**src/rtl/asram_pkg.sv**
```systemverilog
package asram_pkg;

   localparam int ADDR_W = 15;
   localparam int DATA_W = 8;
   localparam int CLK_PERIOD_PS = 5000;

   // Timing figures in ps, fast grade
   localparam int T_AA_PS = 15000;
   localparam int T_OHA_PS = 3000;
   localparam int T_HZOE_PS = 7000;
   localparam int T_AW_PS = 10000;
   localparam int T_SA_PS = 0;
   localparam int T_HA_PS = 0;
   localparam int T_SD_PS = 9000;
   localparam int T_HD_PS = 0;
   localparam int T_PWE_PS = 9000;
   localparam int T_WC_PS = 15000;
   localparam int T_RC_PS = 15000;

   function automatic int cyc_min(input int ps);
      int c;
      c = (ps + CLK_PERIOD_PS - 1) / CLK_PERIOD_PS;
      return (c < 1) ? 1 : c;
   endfunction : cyc_min

   localparam int RD_CYC = cyc_min(T_AA_PS) + 1;
   localparam int HZ_CYC = cyc_min(T_HZOE_PS);
   localparam int WR_CYC = cyc_min(T_AW_PS > T_PWE_PS ? T_AW_PS : T_PWE_PS);
   localparam int SD_CYC = cyc_min(T_SD_PS);
   localparam int HD_CYC = cyc_min(T_HD_PS);
   localparam int GAP_CYC = cyc_min(T_OHA_PS);
   localparam int CNT_W = 4;

   typedef struct packed {
      logic we;
      logic [ADDR_W-1:0] addr;
      logic [DATA_W-1:0] wdata;
   } asram_req_t;

   typedef struct packed {
      logic ce_n;
      logic oe_n;
      logic we_n;
      logic [ADDR_W-1:0] addr;
   } asram_pins_t;

   // Select, gate and strobe idle high; address parked at zero
   localparam asram_pins_t PINS_RST = '{
      ce_n: 1'b1, oe_n: 1'b1, we_n: 1'b1, addr: 15'h0000
   };

endpackage : asram_pkg

```
**src/rtl/asram_sync2.sv**
```systemverilog
`timescale 1ns/100ps
`default_nettype none
module asram_sync2 (
   input wire logic clock_i,
   input wire logic reset_i,
   input wire logic [asram_pkg::DATA_W-1:0] d_i,
   output logic [asram_pkg::DATA_W-1:0] q_o
);
   import asram_pkg::*;
   logic [DATA_W-1:0] meta_q;

   // First stage read only by the second
   always_ff @(posedge clock_i) begin
      if (reset_i) begin
         meta_q <= 8'h00;
         q_o <= 8'h00;
      end else begin
         meta_q <= d_i;
         q_o <= meta_q;
      end
   end
endmodule : asram_sync2
`default_nettype wire

```
**src/rtl/asram_ctrl.sv**
```systemverilog
`timescale 1ns/100ps
`default_nettype none
module asram_ctrl (
   input wire logic clock_i,
   input wire logic reset_i,
   input wire logic req_valid_i,
   input wire asram_pkg::asram_req_t req_i,
   output logic req_ready_o,
   output logic rsp_valid_o,
   output logic [asram_pkg::DATA_W-1:0] rsp_data_o,
   output logic ce_n_o,
   output logic oe_n_o,
   output logic we_n_o,
   output logic [asram_pkg::ADDR_W-1:0] addr_o,
   input wire logic [asram_pkg::DATA_W-1:0] dq_i,
   output logic [asram_pkg::DATA_W-1:0] dq_o,
   output logic dq_oe_o
);
   import asram_pkg::*;

   typedef enum logic [2:0] {
      ST_IDLE, ST_RD, ST_RD_DONE, ST_WR_SETUP, ST_WR, ST_WR_HOLD, ST_GAP
   } asram_state_t;

   asram_state_t state_q, state_d;
   logic [CNT_W-1:0] cnt_q, cnt_d;
   asram_pins_t pins_q, pins_d;
   logic [DATA_W-1:0] wdata_q, wdata_d;
   logic dq_oe_q, dq_oe_d;
   logic rsp_valid_q, rsp_valid_d;
   logic [DATA_W-1:0] rsp_data_q, rsp_data_d;
   logic [DATA_W-1:0] dq_sync;
   logic cnt_done;
   logic take;
   logic in_idle;
   logic wr_take;
   logic rd_take;
   logic next_idle;
   logic [CNT_W-1:0] cnt_dec;

   // Read data comes in from the pins through two flops
   asram_sync2 u_sync (
      .clock_i(clock_i),
      .reset_i(reset_i),
      .d_i(dq_i),
      .q_o(dq_sync)
   );

   ////////////////////////////////////////////////////////////////////////
   // Take only while ready shows, never on the edge leaving reset
   assign in_idle = (state_q == ST_IDLE);
   assign take = in_idle && req_ready_o && req_valid_i;
   assign wr_take = take && req_i.we;
   assign rd_take = take && !req_i.we;
   assign next_idle = (state_d == ST_IDLE);
   assign cnt_done = (cnt_q == '0);
   assign cnt_dec = cnt_q - 4'h1;

   ////////////////////////////////////////////////////////////////////////
   // Step counts are cut to the counter width on purpose
   function automatic logic [CNT_W-1:0] cnt_load(input int cycles);
      return CNT_W'(cycles);
   endfunction : cnt_load

   ////////////////////////////////////////////////////////////////////////
   always_comb begin
      state_d = state_q;
      // Counter parks at zero between steps
      cnt_d = cnt_done ? cnt_q : cnt_dec;
      pins_d = pins_q;
      wdata_d = wdata_q;
      dq_oe_d = dq_oe_q;
      rsp_valid_d = 1'b0;
      rsp_data_d = rsp_data_q;
      case (state_q)
         ST_IDLE: begin
            pins_d.ce_n = 1'b1;
            pins_d.oe_n = 1'b1;
            pins_d.we_n = 1'b1;
            if (wr_take) begin
               // Address set before select falls
               pins_d.addr = req_i.addr;
               wdata_d = req_i.wdata;
               state_d = ST_WR_SETUP;
               cnt_d = cnt_load(HZ_CYC);
            end else if (rd_take) begin
               pins_d.addr = req_i.addr;
               pins_d.ce_n = 1'b0;
               pins_d.oe_n = 1'b0;
               state_d = ST_RD;
               cnt_d = cnt_load(RD_CYC + 1);
            end
         end
         ST_RD: begin
            // Strobe stays high through reads
            if (cnt_done) begin
               // Sample through the two-stage synchroniser
               rsp_data_d = dq_sync;
               rsp_valid_d = 1'b1;
               pins_d.oe_n = 1'b1;
               pins_d.ce_n = 1'b1;
               state_d = ST_GAP;
               cnt_d = cnt_load(HZ_CYC);
            end
         end
         ST_WR_SETUP: begin
            // Gate high, bus free from any earlier read
            dq_oe_d = 1'b1;
            if (cnt_done) begin
               pins_d.ce_n = 1'b0;
               pins_d.we_n = 1'b0;
               state_d = ST_WR;
               cnt_d = cnt_load(WR_CYC > SD_CYC ? WR_CYC : SD_CYC);
            end
         end
         ST_WR: begin
            if (cnt_done) begin
               // Both rise together; data held past the edge
               pins_d.we_n = 1'b1;
               pins_d.ce_n = 1'b1;
               state_d = ST_WR_HOLD;
               cnt_d = cnt_load(HD_CYC);
            end
         end
         ST_WR_HOLD: begin
            // Data stays driven past the rising edge
            if (cnt_done) begin
               dq_oe_d = 1'b0;
               state_d = ST_GAP;
               cnt_d = cnt_load(GAP_CYC);
            end
         end
         ST_GAP: begin
            // Recovery time before the next take
            if (cnt_done) begin
               state_d = ST_IDLE;
            end
         end
         default: state_d = ST_IDLE;
      endcase
   end

   ////////////////////////////////////////////////////////////////////////
   always_ff @(posedge clock_i) begin
      if (reset_i) begin
         state_q <= ST_IDLE;
         cnt_q <= 4'h0;
      end else begin
         state_q <= state_d;
         cnt_q <= cnt_d;
      end
   end

   // Select, gate and strobe rest high so the memory sleeps in reset
   always_ff @(posedge clock_i) begin
      if (reset_i) begin
         pins_q <= PINS_RST;
      end else begin
         pins_q <= pins_d;
      end
   end

   // Drive enable falls only after the write has ended
   always_ff @(posedge clock_i) begin
      if (reset_i) begin
         wdata_q <= 8'h00;
         dq_oe_q <= 1'b0;
      end else begin
         wdata_q <= wdata_d;
         dq_oe_q <= dq_oe_d;
      end
   end

   // Answer valid stands one cycle, data until the next read
   always_ff @(posedge clock_i) begin
      if (reset_i) begin
         rsp_valid_q <= 1'b0;
         rsp_data_q <= 8'h00;
      end else begin
         rsp_valid_q <= rsp_valid_d;
         rsp_data_q <= rsp_data_d;
      end
   end

   // Ready follows the next state, so it drops on the taking edge
   always_ff @(posedge clock_i) begin
      if (reset_i) begin
         req_ready_o <= 1'b0;
      end else begin
         req_ready_o <= next_idle;
      end
   end

   // Pins and answer shown straight from their flops
   assign ce_n_o = pins_q.ce_n;
   assign oe_n_o = pins_q.oe_n;
   assign we_n_o = pins_q.we_n;
   assign addr_o = pins_q.addr;
   assign dq_o = wdata_q;
   assign dq_oe_o = dq_oe_q;
   assign rsp_valid_o = rsp_valid_q;
   assign rsp_data_o = rsp_data_q;
endmodule : asram_ctrl
`default_nettype wire

```
**config.mk**
```make
export PLATFORM = sky130hd
export DESIGN_NAME = asram_ctrl
export DESIGN_NICKNAME = d
export VERILOG_FILES = /design/src/rtl/asram_pkg.sv /design/src/rtl/asram_sync2.sv /design/src/rtl/asram_ctrl.sv
export SDC_FILE = /design/constraint.sdc
export NUM_CORES = 1
export LEC_CHECK = 0
export BUFFER_PORTS_ARGS = -buffer_cell sky130_fd_sc_hd__buf_4
export CELL_PAD_IN_SITES_DETAIL_PLACEMENT = 1
export CELL_PAD_IN_SITES_GLOBAL_PLACEMENT = 2
export CORE_UTILIZATION = 30
export CTS_BUF_LIST = sky130_fd_sc_hd__clkbuf_4 sky130_fd_sc_hd__clkbuf_8
export DETAILED_ROUTE_END_ITERATION = 8
export PLACE_DENSITY = 0.8
export REMOVE_ABC_BUFFERS = 1
export SLEW_MARGIN = 40
export SYNTH_ARGS = -nofsm -noshare
export SYNTH_HDL_FRONTEND = slang
export SYNTH_SLANG_ARGS = --single-unit
```
**constraint.sdc**
```tcl
create_clock -name clock_i -period 2.1 [get_ports clock_i]
set_input_delay 0.42 -clock clock_i [delete_from_list [all_inputs] [get_ports clock_i]]
set_output_delay 0.42 -clock clock_i [all_outputs]
set_load 0.05 [all_outputs]
```
# After elaboration in Yosys (flattened, before gate mapping)
# Cells that the tools add are included.
# classes
add_sub_neg	1
eq_ne	9
mux	25
bitwise	1
reduce_logical	24
# op_table
op	count
$mux 15	2
$mux 4	5
$mux 3	6
$pmux 3 s5	1
$pmux 4 s3	1
$reduce_and 2->1	5
$eq 3x3->1 const B	3
$ne 2x2->1 const B	4
$reduce_or 2->1	4
$logic_not 3->1	2
$mux 2	3
$reduce_bool 2->1	3
$logic_and 1x1->1	4
$logic_not 4->1	1
$pmux 1 s2	2
$pmux 1 s4	1
$reduce_and 4->1	1
$reduce_bool 4->1	1
$sub 4x1->4 const B	1
$eq 3x1->1 const B	1
$eq 3x2->1 const B	1
$mux 1	3
$pmux 1 s3	1
$reduce_and 3->1	1
other kinds (3)	3
# totals
register_bits	60
elab_cells	73

# Longest topological paths before layout
# depth
word_depth	8
depth_mapped	8
depth_no_buf	8

# Modules after synthesis
# Synthesis repeated with hierarchy kept, for this count alone.
# unflattened
hier_cells	255
hier_area_um2	2296.0
# by_module_without_submodules
module	instances	cells_per_inst	area_per_inst_um2
asram_ctrl	1	222	1831.8
asram_sync2	1	33	464.2

# Worst setup path after synthesis
# No wires, ideal clock.
# synth_path
path_type	reg-to-reg
startpoint	reg req_ready_o
endpoint	reg pins_q, in the netlist addr_o[10]
arrival_time_ns	1.622
required_ns	1.968
slack_ns	0.346
path_stages_with_launch	7
n_path_buf	2
synth_period_minus_slack_ns	1.754
path_cell_list	dfxtp_1 nand3b_4 or3_1 buf_2 clkbuf_1 nand2_1 a21oi_1
# synth_between
elab_chain_len	5
elab_cells_between_ends	7
# synth_lines
element	line_no	rtl
from (decl)	asram_ctrl.sv:8	output logic req_ready_o,
from (signal assigned)	asram_ctrl.sv:190	req_ready_o <= next_idle;
$logic_and 1x1->1 * (2 in a row)	asram_ctrl.sv:52	assign take = in_idle && req_ready_o && req_valid_i;
$logic_and 1x1->1 (on tied branches)	asram_ctrl.sv:53, asram_ctrl.sv:54	
$reduce_bool 2->1 (no source line)	n/a	
$reduce_and 2->1 (no source line)	n/a	
to (signal assigned)	asram_ctrl.sv:159	pins_q <= pins_d;
to (decl)	asram_ctrl.sv:27	asram_pins_t pins_q, pins_d;
# Mark *: on every way between the ends. The rest lies on a longest branch, timed or not.
# A chain may end at the register's enable or synchronous reset.

# Worst setup path after layout
# layout_path
startpoint	reg cnt_q[0]
endpoint	reg cnt_q[0]
# layout_between
elab_chain_len	5
elab_cells_between_ends	8
# layout_lines
element	line_no	rtl
from (decl)	asram_ctrl.sv:26	logic [CNT_W-1:0] cnt_q, cnt_d;
from (signal assigned)	asram_ctrl.sv:150	cnt_q <= cnt_d;
$sub 4x1->4 or $logic_not 4->1 (tied branches)	asram_ctrl.sv:57, asram_ctrl.sv:56	
$mux 4	asram_ctrl.sv:69	cnt_d = cnt_done ? cnt_q : cnt_dec;
$mux 4	asram_ctrl.sv:86	end else if (rd_take) begin
$mux 4	asram_ctrl.sv:80	if (wr_take) begin
$pmux 4 s3 *	asram_ctrl.sv:75	case (state_q)
# Marked as above.

==> impl_summary.log <==
[metrics] Synth-to-Final Area Change: 36.6%
[metrics] total leakage power: ~1.3 nW
[metrics] placed wire-length estimate after detailed placement: approximately 3.8 mm
[metrics] critical path's slowest cell: dfxtp_1
[metrics] path class of the lowest-slack min-delay path: primary input to register
[metrics] Max stage delay on crit path: approximately 0.34 ns
[metrics] count of nets left with antenna violations after detail routing: 0
[metrics] Avg Cell Area, Syn: roughly 9.0 sq um
[metrics] most frequent cells in the layout: buf_4, dfxtp_1, nand2_1
[metrics] Unique masters post-synth: 36
[metrics] number of detailed-route iterations in the first pass: 4
[metrics] total power density per cell area: approximately 1300 nW/um^2
[metrics] endpoint required time on the critical path: approximately 2.4 ns
[metrics] overall die area: approximately 7800 sq um
[metrics] area share of the leading cell type in the synthesized netlist: 0.540
[metrics] EDFF count, synth: 0
[metrics] average via count per standard cell: roughly 4.6
[metrics] depth of the most critical reg-to-reg path: 8
[metrics] Detailed Route Iter0 Violations: 44
[metrics] TritonCTS clock tree: done
[metrics] combined buffer and inverter count along the critical path: 2
[metrics] Clock transition at path regs: around 0.080 ns
[metrics] CTS hold repair buffers: 0
[metrics] Final Wtd Congestion: about 0.76
[metrics] CTS Buf Count: 9
[metrics] final setup vio count: 0
[metrics] Syn Inst Count: between 200 and 250
[metrics] setup tns final: 0 ns
[metrics] run status: complete, no violations
[metrics] total I/O pin count: between 70 and 80
[metrics] arrival time at the worst endpoint: 2.11 ns
[metrics] family with the most delay on the worst path: adder cells
[metrics] CTS Sinks: 60
[metrics] hold_ws: around 0.3 ns
[metrics] most congested layer reported by global routing: met2
[metrics] Port Buf Inserts: between 70 and 80
[metrics] FFs w/ async S/R, synth: 0
[metrics] crit path launch type: register
[metrics] Worst-Skew Late Latency: ~0.33 ns
[metrics] highest net fanout along the worst path: 10
[metrics] Tcrit/Tclk final: 0.877
[metrics] total inserted antenna cells: 0
[metrics] Setup Skew: approximately 0.0063 ns
[metrics] area leader, netlist: dfxtp_1
[metrics] via count of the first global-routing pass: just under 2k
[metrics] register area share after synthesis: 0.540
[metrics] number of antenna violations at the first check in global routing: 0
[metrics] time the final worst path needs with I/O delays and setup: ~1.8 ns
[metrics] ordered cell list for the critical path: inv_1, ha_1, nor3b_4, inv_2, ha_1, nor2_1, o21ai_0, a21oi_1
[metrics] register bit count reported by yosys: 60
[metrics] Critical Path End Type: register
[metrics] minimum setup slack after placement: 0.293 ns
[metrics] final count of pins violating max slew: 0
[metrics] cell depth of the worst min-delay path: 2
[metrics] via total after detailed routing: 1946
[metrics] Finished Layout Cells: ~420
[metrics] Area contributors post-synth: dfxtp_1, nand2_1, a21oi_1
[metrics] Chip Height: just under 90 um
[metrics] Relative slew margins: 0.613
[metrics] number of hold violations in the final report: 0
[metrics] number of setup buffers added after CTS: 0
[metrics] proportion of layout cells with a drive suffix above 1: 0.306
[metrics] Setup Crit Path Kind: register to register
[metrics] library cell appearing most often on the critical path: ha_1
[metrics] largest net degree at the start of global routing: 45
[metrics] global-route track usage on met1: 0.183
[metrics] Longest Clk Path Bufs: 2
[metrics] wire length of the first global-routing pass: 9.13 mm
[metrics] count of maximum capacitance violations: 0
[metrics] unrepaired setup endpoints after global routing: no
[metrics] total global routing track utilization: 0.157
[metrics] Least-Margin Pin Slew: about 0.58 ns
[metrics] area of the core: 7210 sq um
[metrics] placement row count: 31
[metrics] worst IR drop on VDD: approximately 0.37 mV
[metrics] PostCTS Resize Cnt: 0
[metrics] setup ws final: about 0.26 ns
[metrics] destination of the worst register-to-register timing path: cnt_q[0]$_SDFF_PP0_
[metrics] Remaining Overflow, GRT: 0
[metrics] Die W: just under 90 um
[metrics] most common cell after layout, fill and taps aside: buf_4
[metrics] achievable frequency: 543 MHz
[metrics] netlist area before placement: 2220 sq um
[metrics] launching point of the worst reg2reg path: cnt_q[0]$_SDFF_PP0_
[metrics] total detailed-routing wirelength: roughly 5.6 mm
[metrics] global-route met2 utilization: 0.259
[metrics] endpoint with the worst hold slack: u_sync.meta_q[1]$_SDFF_PP0_
[metrics] starting utilization of the core area: 0.308
[metrics] FF-to-FF setup slack: roughly 0.26 ns
[metrics] ys flop type: dfxtp_1
[metrics] total instance count after detailed placement: roughly 410
[metrics] number of warnings reported in the yosys synthesis log: 0
[metrics] H-tree depth reported by CTS: 3
[metrics] Final #Nets: between 300 and 400
[metrics] CTS Root Cell: clkbuf_8
[metrics] met3 usage in global routing: 0.0509
[metrics] Remaining DRCs: 0
[metrics] drt wl/cell: around 13 um
[metrics] worst hold path startpoint: dq_i[1]
worst register-to-register path, stage by stage (launching register included):
cell,delay [ns]
dfxtp_1,0.34
inv_1,0.10
ha_1,0.19
nor3b_4,0.34
inv_2,0.16
ha_1,0.30
nor2_1,0.10
o21ai_0,0.09
a21oi_1,0.15
cell type report:
type	count	area, sq um
Clock buffer	9	124
Multi-Input combinational cell	164	930
Fill cell	891	4180
Tap cell	99	124
Inverter	6	22.5
Clock inverter	7	51.3
Sequential cell	60	1200
Timing Repair Buffer	78	586
registers in the layout, indices dropped and copies added, names as in the netlist:
name / cells
addr_o: 15
ce_n_o: 1
cnt_q: 4
dq_o: 8
dq_oe_o: 1
oe_n_o: 1
req_ready_o: 1
rsp_data_o: 8
rsp_valid_o: 1
state_q: 3
u_sync.meta_q: 8
u_sync.q_o: 8
we_n_o: 1
metal layers:
layer  vias to the layer above  part of all wire
met1                       922              0.44
met5                         -                 0
li1                        973                 -
met2                        43              0.49
met4                         0             0.016
met3                         8             0.057
through the flow:
stage | cell area (sq um) | utilization | total power [mW]
floorplan | 2150 | - | 2.46
global placement | 2860 | 0.397 | 2.94
detailed placement | 2860 | 0.397 | 2.97
CTS | 3040 | 0.421 | 3.91
global route | 3040 | 0.421 | 4.11
finish | 3040 | 0.421 | 3.85
cell usage after synthesis (2+ instances only):
library cell / n
a21oi_1: 29
a31oi_1: 2
and3_1: 2
buf_2: 6
clkbuf_1: 10
dfxtp_1: 60
ha_1: 3
inv_1: 5
mux2i_1: 9
nand2_1: 43
nand2b_1: 3
nand3_1: 10
nor2_1: 14
nor2b_1: 17
nor3_1: 4
nor4_1: 2
o21ai_0: 8
or3_1: 2
power by group:
part           switching (mW)  internal, mW  total [mW]  leakage (nW)
clock network           0.490         0.433       0.923        0.0860
logic                   0.954         0.554        1.51         0.754
registers               0.121          1.30        1.42         0.490
worst max-delay path by stage:
stage,slack [ns],to,cells past startpoint,startpoint
after detailed placement,0.29,cnt_q[0]$_SDFF_PP0_,8,cnt_q[0]$_SDFF_PP0_
final,0.26,cnt_q[0]$_SDFF_PP0_,8,cnt_q[0]$_SDFF_PP0_
after floorplan,0.15,cnt_q[2]$_SDFF_PP0_,4,req_ready_o$_SDFF_PP0_
after CTS,0.25,cnt_q[0]$_SDFF_PP0_,8,cnt_q[0]$_SDFF_PP0_
after global routing,0.09,cnt_q[0]$_SDFF_PP0_,8,cnt_q[0]$_SDFF_PP0_
after global placement,0.40,cnt_q[0]$_SDFF_PP0_,8,cnt_q[0]$_SDFF_PP0_
cell families after synthesis:
group | after synthesis | synth area share
DFF | 60 | 0.540
AOI/OAI and AO/OA | 47 | 0.120
muxes | 9 | 0.0405
buffers and inverters | 23 | 0.0422
adders and majority gates | 3 | 0.0169
and+or+nand+nor | 103 | 0.233
xor gates and xnor gates | 2 | 0.00788
No activity file was read; power rests on OpenSTA's default activity.
